File: config.mk
export PLATFORM = sky130hd
export DESIGN_NAME = pdg_power_ctrl
export DESIGN_NICKNAME = d
export VERILOG_FILES = /design/src/include/pdg_pkg.sv /design/src/design/pdg_tick_div.sv /design/src/design/pdg_gpo_restore.sv /design/src/design/pdg_power_ctrl.sv
export SDC_FILE = /design/constraint.sdc
export NUM_CORES = 1
export LEC_CHECK = 0
export ABC_AREA = 1
export BUFFER_PORTS_ARGS = -buffer_cell sky130_fd_sc_hd__buf_4
export CAP_MARGIN = 10
export CORE_MARGIN = 5
export CORE_UTILIZATION = 35
export DETAILED_ROUTE_END_ITERATION = 10
export MAX_ROUTING_LAYER = met4
export SLEW_MARGIN = 30
export SYNTH_ARGS = -nofsm -noshare
export SYNTH_HDL_FRONTEND = slang
export SYNTH_SLANG_ARGS = --single-unit
export TNS_END_PERCENT = 30
File: constraint.sdc
create_clock -name sys_clk_i -period 3.5 [get_ports sys_clk_i]
set_clock_uncertainty 0.2 [all_clocks]
set_input_delay 0.7 -clock sys_clk_i [delete_from_list [all_inputs] [get_ports sys_clk_i]]
set_output_delay 0.7 -clock sys_clk_i [all_outputs]
set_load 0.01 [all_outputs]
File: src/include/pdg_pkg.sv
// Shared constants and types for the power-down and general-output control block
package pdg_pkg;
  // Host I/O ports of the power controller
  localparam logic [11:0] FLAG_PORT = 12'h226;
  localparam logic [11:0] CTRL_PORT = 12'h227;
  localparam logic [11:0] AUDIO_BASE_DEF = 12'h220;
  localparam logic [11:0] FM_BASE_DEF = 12'h388;
  localparam int AUDIO_SPAN = 16;
  localparam int FM_SPAN = 4;
  // Indirect commands written to the control port
  localparam logic [7:0] CMD_OPD_WR = 8'hcf;
  localparam logic [7:0] CMD_OPD_RD = 8'hce;
  // Control port fields
  localparam int CTRL_PD_REQ = 2;
  localparam int CTRL_PARTIAL = 3;
  localparam int CTRL_OSC_EN = 4;
  localparam int CTRL_GPO_A = 6;
  localparam int CTRL_GPO_B = 7;
  localparam logic [7:0] CTRL_RESET = 8'h00;
  // Output power-down control fields
  localparam int OPD_DLY_LSB = 0;
  localparam int OPD_INV_A = 4;
  localparam int OPD_TIMED_A = 5;
  localparam int OPD_INV_B = 6;
  localparam int OPD_TIMED_B = 7;
  localparam logic [7:0] OPD_MASK = 8'hf7;
  localparam logic [7:0] OPD_RESET = 8'h00;
  // Activity flag positions in the flag port
  localparam int FLG_SERIAL = 4;
  localparam int FLG_AUDIO = 5;
  localparam int FLG_A45 = 6;
  localparam int FLG_OTHER = 7;
  localparam int FLG_UP = 3;
  // Restore timing: a 16 Hz step from the 50 MHz clock
  localparam int SYS_CLK_HZ = 50000000;
  localparam int RESTORE_TICK_HZ = 16;
  localparam int RESTORE_TICK_CYCLES = SYS_CLK_HZ / RESTORE_TICK_HZ;
  // Power states, Gray coded along up -> partial -> full
  typedef enum logic [1:0] {
    PS_UP = 2'b00,
    PS_PARTIAL = 2'b01,
    PS_FULL = 2'b11
  } pdg_pstate_t;
endpackage

File: src/design/pdg_tick_div.sv
// Divider producing the one-cycle 16 Hz restore step enable
`timescale 1ns/100ps
module pdg_tick_div
  import pdg_pkg::*;
#(
  parameter int DIV = RESTORE_TICK_CYCLES
) (
  // Clock and reset
  input wire logic sys_clk_i,
  input wire logic rst_i,
  // Step enable
  output logic tick_o
);
  localparam int CW = $clog2(DIV);
  typedef struct packed {
    logic [CW-1:0] cnt;
    logic tick;
  } pdg_div_st_t;
  pdg_div_st_t q, s;

  generate
    if (DIV < 2) begin : g_bad
      $error("pdg_tick_div: DIV must be at least 2");
    end
  endgenerate

  // Free-running count, pulse on wrap
  always_comb begin
    s = q;
    s.tick = 1'b0;
    if (q.cnt == CW'(DIV - 1)) begin
      s.cnt = '0;
      s.tick = 1'b1;
    end else begin
      s.cnt = q.cnt + CW'(1);
    end
  end

  always_ff @(posedge sys_clk_i or posedge rst_i) begin
    if (rst_i) begin
      q <= '0;
    end else begin
      q <= s;
    end
  end

  assign tick_o = q.tick;
endmodule

File: src/design/pdg_gpo_restore.sv
// One general output: inversion while powered down and timed restore
`timescale 1ns/100ps
module pdg_gpo_restore
  import pdg_pkg::*;
(
  // Clock and reset
  input wire logic sys_clk_i,
  input wire logic rst_i,
  // Controls
  input wire logic tick_i,
  input wire logic pd_i,
  input wire logic inv_en_i,
  input wire logic timed_en_i,
  input wire logic [2:0] delay_i,
  input wire logic normal_i,
  // Pin level
  output logic gpo_o
);
  typedef struct packed {
    logic pd_d;
    logic pend;
    logic [2:0] cnt;
    logic gpo;
  } pdg_gpo_st_t;
  pdg_gpo_st_t q, s;
  logic wake;

  always_comb begin
    s = q;
    s.pd_d = pd_i;
    wake = q.pd_d && !pd_i;
    if (wake) begin
      s.pend = inv_en_i && timed_en_i;
      s.cnt = 3'h0;
    end else if (q.pend && tick_i) begin
      if (q.cnt == delay_i) begin
        s.pend = 1'b0;
      end else begin
        s.cnt = q.cnt + 3'h1;
      end
    end
    s.gpo = normal_i ^ (inv_en_i && (pd_i || s.pend));
  end

  always_ff @(posedge sys_clk_i or posedge rst_i) begin
    if (rst_i) begin
      q <= '0;
    end else begin
      q <= s;
    end
  end

  assign gpo_o = q.gpo;
endmodule

File: src/design/pdg_power_ctrl.sv
// Power-down sequencing, activity flags and general output control
`timescale 1ns/100ps
module pdg_power_ctrl
  import pdg_pkg::*;
#(
  parameter logic [11:0] AUDIO_BASE = AUDIO_BASE_DEF,
  parameter logic [11:0] FM_BASE = FM_BASE_DEF,
  parameter int TICK_CYCLES = RESTORE_TICK_CYCLES
) (
  // Clock and resets
  input wire logic sys_clk_i,
  input wire logic rst_i,
  input wire logic soft_rst_i,
  // Host I/O cycle
  input wire logic [11:0] io_addr_i,
  input wire logic io_rd_i,
  input wire logic io_wr_i,
  input wire logic [7:0] io_wdata_i,
  output logic [7:0] io_rdata_o,
  // Activity sources
  input wire logic dack_i,
  input wire logic other_act_i,
  input wire logic serial_act_i,
  // Clock source strap pin, high for crystal
  input wire logic xtal_sel_i,
  // Power controls
  output logic powered_down_state_o,
  output logic partial_pd_o,
  output logic analog_pd_o,
  output logic osc_en_o,
  output logic synth_mute_o,
  output logic audio_en_o,
  output logic synth_en_o,
  output logic periph_en_o,
  // General outputs
  output logic general_output_a_o,
  output logic general_output_b_o
);
  typedef struct packed {
    logic xs1;
    logic xs2;
    pdg_pstate_t st;
    logic [7:0] ctrl;
    logic [7:0] opd;
    logic [3:0] flags;
    logic wr_arm;
    logic rd_arm;
    logic [7:0] rdata;
  } pdg_main_st_t;
  pdg_main_st_t q, s;

  logic acc;
  logic aud_hit;
  logic fm_hit;
  logic [3:0] off;
  logic ctrl_wr;
  logic ctrl_rd;
  logic flag_rd;
  logic pd_edge;
  logic flag_audio;
  logic wake_part;
  logic wake_full;
  logic full_pd;
  logic tick;

  generate
    if (AUDIO_BASE[3:0] != 4'h0 || FM_BASE[1:0] != 2'b00) begin : g_bad_base
      $error("pdg_power_ctrl: port bases must be aligned to their span");
    end
  endgenerate

  // Address window test used for both decoded port groups
  function automatic logic in_win(input logic [11:0] a, input logic [11:0] base, input int span);
    logic [12:0] top;
    top = {1'b0, base} + 13'(span);
    return ({1'b0, a} >= {1'b0, base}) && ({1'b0, a} < top);
  endfunction

  // Address decode of the current host cycle
  always_comb begin
    acc = io_rd_i || io_wr_i;
    aud_hit = acc && in_win(io_addr_i, AUDIO_BASE, AUDIO_SPAN);
    fm_hit = acc && in_win(io_addr_i, FM_BASE, FM_SPAN);
    off = io_addr_i[3:0];
    ctrl_wr = io_wr_i && io_addr_i == CTRL_PORT;
    ctrl_rd = io_rd_i && io_addr_i == CTRL_PORT;
    flag_rd = io_rd_i && io_addr_i == FLAG_PORT;
  end

  // Wake and flag sources
  always_comb begin
    // Audio traffic except the mixer pair, status read and offset 7
    flag_audio = (aud_hit && off != 4'h4 && off != 4'h5 && off != 4'h7 && !(off == 4'h6 && io_rd_i))
                 || fm_hit || dack_i;
    wake_part = (aud_hit && off[3:2] != 2'b01) || fm_hit || dack_i;
    // all but the two control ports
    wake_full = ((aud_hit || fm_hit) && io_addr_i != FLAG_PORT && io_addr_i != CTRL_PORT)
                || dack_i || other_act_i;
  end

  // Next-state logic for the whole controller
  always_comb begin
    s = q;
    pd_edge = 1'b0;
    // Strap pin crosses in through two flops
    s.xs1 = xtal_sel_i;
    s.xs2 = q.xs1;

    // flags clear on read, new activity wins
    if (flag_rd) begin
      s.flags = 4'h0;
    end
    if (serial_act_i) begin
      s.flags[FLG_SERIAL - 4] = 1'b1;
    end
    if (flag_audio) begin
      s.flags[FLG_AUDIO - 4] = 1'b1;
    end
    if (aud_hit && (off == 4'h4 || off == 4'h5)) begin
      s.flags[FLG_A45 - 4] = 1'b1;
    end
    if (other_act_i) begin
      s.flags[FLG_OTHER - 4] = 1'b1;
    end

    // indirect write and read of the output register
    if (ctrl_wr) begin
      if (q.wr_arm) begin
        s.opd = io_wdata_i & OPD_MASK;
        s.wr_arm = 1'b0;
      end else if (io_wdata_i == CMD_OPD_WR) begin
        s.wr_arm = 1'b1;
      end else if (io_wdata_i == CMD_OPD_RD) begin
        s.rd_arm = 1'b1;
      end else begin
        s.ctrl = io_wdata_i;
        pd_edge = !q.ctrl[CTRL_PD_REQ] && io_wdata_i[CTRL_PD_REQ];
      end
    end

    // Read data is held until the next read or a soft reset
    if (io_rd_i) begin
      if (flag_rd) begin
        s.rdata = {q.flags, q.st == PS_UP, 3'b000};
      end else if (ctrl_rd) begin
        s.rdata = q.rd_arm ? q.opd : q.ctrl;
        s.rd_arm = 1'b0;
      end else begin
        s.rdata = 8'h00;
      end
    end

    // Power state sequencing
    unique case (q.st)
      PS_UP: begin
        // bit 3 picks partial or full
        if (pd_edge) begin
          s.st = s.ctrl[CTRL_PARTIAL] ? PS_PARTIAL : PS_FULL;
        end
      end
      PS_PARTIAL: begin
        // partial wakes with either clock source
        if (pd_edge && !s.ctrl[CTRL_PARTIAL]) begin
          s.st = PS_FULL;
        end else if (wake_part) begin
          s.st = PS_UP;
        end
      end
      PS_FULL: begin
        // instant wake with an oscillator clock
        // crystal has no auto wake, host restarts it
        if (wake_full && !q.xs2) begin
          s.st = PS_UP;
        end
      end
      default: begin
        s.st = PS_UP;
      end
    endcase

    // soft reset leaves the output register alone
    if (soft_rst_i) begin
      s.st = PS_UP;
      s.ctrl = CTRL_RESET;
      s.flags = 4'h0;
      s.wr_arm = 1'b0;
      s.rd_arm = 1'b0;
      s.rdata = 8'h00;
    end
  end

  // hardware reset clears the output register
  always_ff @(posedge sys_clk_i or posedge rst_i) begin
    if (rst_i) begin
      q <= '{xs1: 1'b0, xs2: 1'b0, st: PS_UP, ctrl: CTRL_RESET, opd: OPD_RESET,
             flags: 4'h0, wr_arm: 1'b0, rd_arm: 1'b0, rdata: 8'h00};
    end else begin
      q <= s;
    end
  end

  // only full power-down drives the inversion
  assign full_pd = q.st == PS_FULL;

  // Power controls decoded from the state register
  // analog and oscillator stay on in partial
  // synth and wave muted in partial
  // peripherals run in partial, audio and synth off
  assign powered_down_state_o = full_pd;
  assign partial_pd_o = q.st == PS_PARTIAL;
  assign analog_pd_o = full_pd;
  // Crystal restart needs the oscillator forced on while down
  assign osc_en_o = !full_pd || q.ctrl[CTRL_OSC_EN];
  assign synth_mute_o = q.st != PS_UP;
  assign audio_en_o = q.st == PS_UP;
  assign synth_en_o = q.st == PS_UP;
  assign periph_en_o = !full_pd;
  assign io_rdata_o = q.rdata;

  // Shared restore step, about 62.5 ms per count
  pdg_tick_div #(
    .DIV(TICK_CYCLES)
  ) u_tick (
    .sys_clk_i(sys_clk_i),
    .rst_i(rst_i),
    .tick_o(tick)
  );

  // normal levels from control bits 6 and 7
  pdg_gpo_restore u_gpo_a (
    .sys_clk_i(sys_clk_i),
    .rst_i(rst_i),
    .tick_i(tick),
    .pd_i(full_pd),
    .inv_en_i(q.opd[OPD_INV_A]),
    .timed_en_i(q.opd[OPD_TIMED_A]),
    .delay_i(q.opd[OPD_DLY_LSB +: 3]),
    .normal_i(q.ctrl[CTRL_GPO_A]),
    .gpo_o(general_output_a_o)
  );

  pdg_gpo_restore u_gpo_b (
    .sys_clk_i(sys_clk_i),
    .rst_i(rst_i),
    .tick_i(tick),
    .pd_i(full_pd),
    .inv_en_i(q.opd[OPD_INV_B]),
    .timed_en_i(q.opd[OPD_TIMED_B]),
    .delay_i(q.opd[OPD_DLY_LSB +: 3]),
    .normal_i(q.ctrl[CTRL_GPO_B]),
    .gpo_o(general_output_b_o)
  );
endmodule

==> flow_summary.toml <==
[sta]
setup_viol = 0
relSlewSlack_pct = 54.8
fmax_mhz = 441
rsz0062_at_grt = "no"
drv_slew = 0
period_share_pct = 64.7
post-route-min-period_ns = 2.27
setup_tns_ns = 0
worstMarginPinSlew_ns = 0.677
hold_viol_final = 0

[routing]
drc = 0
wl_per_cell_um = 12.2
antenna_left = 0
vias_per_cell = 4.58
first_pass_iters = 4
vias = 3006
wl_um = 8020
drt-initial-drc-count = 111

[clock_network]
clockBufferDepth = 2
cts_made_buffers = 9
cts_resized = 0
clock_latency_ns = 0.33
post_cts_buffers = 0
cts_hold_buf = 0
path_clk_slew_ns = 0.07
htreeDepth = 3
root_buffer = "clkbuf_8"
cts_tree = "yes"
clock_sinks = 67

[logic_synthesis]
synth-adder-area-share_pct = 1.02
yosysWarnings = 0
ys_ff_latch = 67
synth_edf_count = 0
async_flop_share_pct = 100
synthDistinctLibCells = 36
seq_area_frac_synth_pct = 45.7
syn_inst = 472
ys.flop_type = "dfrtp_1"
synth_top_family_by_area = "simple AND/OR/NAND/NOR gates"
synth.cell_area_um2 = 3670
avgSynthCellArea_um2 = 7.77
synth_mux_area_share_pct = 0
syn-num-nets = 504
synth_xor_xnor_area_share_pct = 3.58
synth-compound-area-share_pct = 11.2
yosys.area_share.simple_pct = 27.2

[setup_path]
crit_chain = "nand2_1 > inv_1 > nand2_1 > buf_4"
critPathBufInv = 2
cp_common_cell = "nand2_1"
slowest_delay_ns = 0.42
cp_slowest_cell = "dfrtp_1"
cpLargestDelayFamily = "flip-flops"
arrival_ns = 1.37
crit_type = "register to output port"
worstSetupEndpointType = "output port"
required_ns = 2.60
start_kind = "register"
critPathMaxFanout = 6

[placement]
dp_hpwl_um = 6220
io_buffers = 46
gp_congestion = 0.854
dpl.cell_count = 641

[global_route]
grt_pass1_vias = 3070
gr-total-overflow = 0
grt_max_degree = 38
antenna_found_initial = 0
grt_usage_pct = 14.1
grt_pass1_wl_um = 14100

[power_and_ir_drop]
power.leakage_nw = 2.21
power_density_nw_per_um2 = 388
seq_power_share_pct = 49.2
switching_share_pct = 28.6
p_int_mw = 1.19
ir_drop_v = 0.000206
comb_power_share_pct = 16.3
p_sw_mw = 0.477
clockPowerShare_pct = 34.5

[final_layout]
fillers = 1072
final_common_cell = "nand2_1"
drive_above_1_share_pct = 18.8
area_growth_pct = 16.9
nets = 548
final_cells = 657
antenna_cells = 0
layout_common_cells = "nand2_1, inv_1, dfrtp_1"

[flow_run]
drv_cap = 0

[floorplanning]
die_w_um = 112
rows = 37
die_h_um = 112
start_util_pct = 35.7
die_area_um2 = 12600
ioPinCount = 47
core_area_um2 = 10300

[outcome]
status = "finished, final reports clean"

[hold_path]
hold_path.class = "register to register"
metrics by stage:
stage | power, mW | cell area (um^2) | util (%) | setup WS, ns | hold slack, ns
2_1_floorplan | 0.985 | 3670 | - | 0.917 | 0.131
3_3_place_gp | 1.10 | 4110 | 40.0 | 1.15 | 0.136
3_5_place_dp | 1.11 | 4110 | 40.0 | 1.11 | 0.136
4_1_cts | 1.70 | 4290 | 41.7 | 1.19 | 0.152
5_1_grt | 1.77 | 4290 | 41.7 | 1.10 | 0.161
6_report | 1.66 | 4290 | 41.7 | 1.23 | 0.149
kinds of logic after synthesis:
logic type,after synthesis
AOI/OAI and AO/OA,70
xor gates and xnor gates,15
adders and majority gates,3
buffers and inverters,99
DFF,67
and+or+nand+nor,218
final timing paths:
path | startpoint | end | slack (ns) | cells past startpoint
worst max-delay path | q[30] | osc_en_o | 1.23 | 4
max in group asynchronous | rst_i | q[23] | 2.20 | 3
worst max register to register | u_tick.q[1] | u_tick.q[21] | 1.41 | 12
worst min-delay path | q[33] | q[32] | 0.15 | 0
min in group asynchronous | rst_i | u_tick.q[21] | 0.27 | 2
worst min register to register | q[33] | q[32] | 0.15 | 0
layer usage:
metal / GRT usage [%] / wire (um) / up-vias
met5: - / 0 / -
li1: - / - / 1566
met3: 3.99 / 267 / 4
met1: 17.2 / 3790 / 1399
met4: 3.85 / 60 / 0
met2: 22.8 / 3910 / 37
layout make-up:
cell class	count	area, um^2	share of cell area [%]
Clock inverter	6	41.3	0.964
Sequential cell	67	1680	39.1
Tap cell	136	170	3.97
Inverter	85	319	7.45
Timing Repair Buffer	47	365	8.53
Multi-Input combinational cell	306	1580	36.8
Clock buffer	10	138	3.21
flip-flops by register name, summed over array words and instances, names as in the netlist:
name,count
q,25
u_tick.q,22
u_gpo_b.q,5
io_rdata_o,8
u_gpo_b.gpo_o,1
u_gpo_a.gpo_o,1
u_tick.tick_o,1
u_gpo_a.q,4
synthesized netlist by cell type (4+ instances only):
cell	number	area, um^2
nand2_1	102	383
xnor2_1	8	70.1
nand4_1	6	37.5
nor3_1	6	30.0
o21ai_0	24	120
o21ai_2	6	52.6
buf_4	11	82.6
nand3_2	4	40.0
nand2_2	4	25.0
a22o_1	4	35.0
nor4_1	4	25.0
nor2_2	7	43.8
nor2_4	4	45.0
a21oi_1	20	100
nand3_1	20	100
nor2_1	55	206
xor2_1	7	61.3
inv_1	78	293
o22ai_1	7	43.8
inv_2	6	22.5
dfrtp_1	67	1680
power by group through the flow:
stage	Combinational (mW)	Clock (mW)	Sequential [mW]
2_1_floorplan	0.152	0	0.833
4_1_cts	0.278	0.602	0.818
5_1_grt	0.309	0.636	0.823
6_report	0.271	0.575	0.818
3_5_place_dp	0.276	0	0.834
3_3_place_gp	0.272	0	0.833
worst reg2reg max path, stage by stage, from the launching register on:
cell,delay (ns)
dfrtp_1,0.39
ha_1,0.28
nand3_2,0.15
nor2_4,0.14
nand2_4,0.08
nor2_4,0.12
nand2_2,0.06
nor2_2,0.16
nand3_2,0.12
o21ai_1,0.14
inv_1,0.05
o21ai_1,0.07
inv_1,0.05
Note: power is estimated with default switching activity, not from simulation.
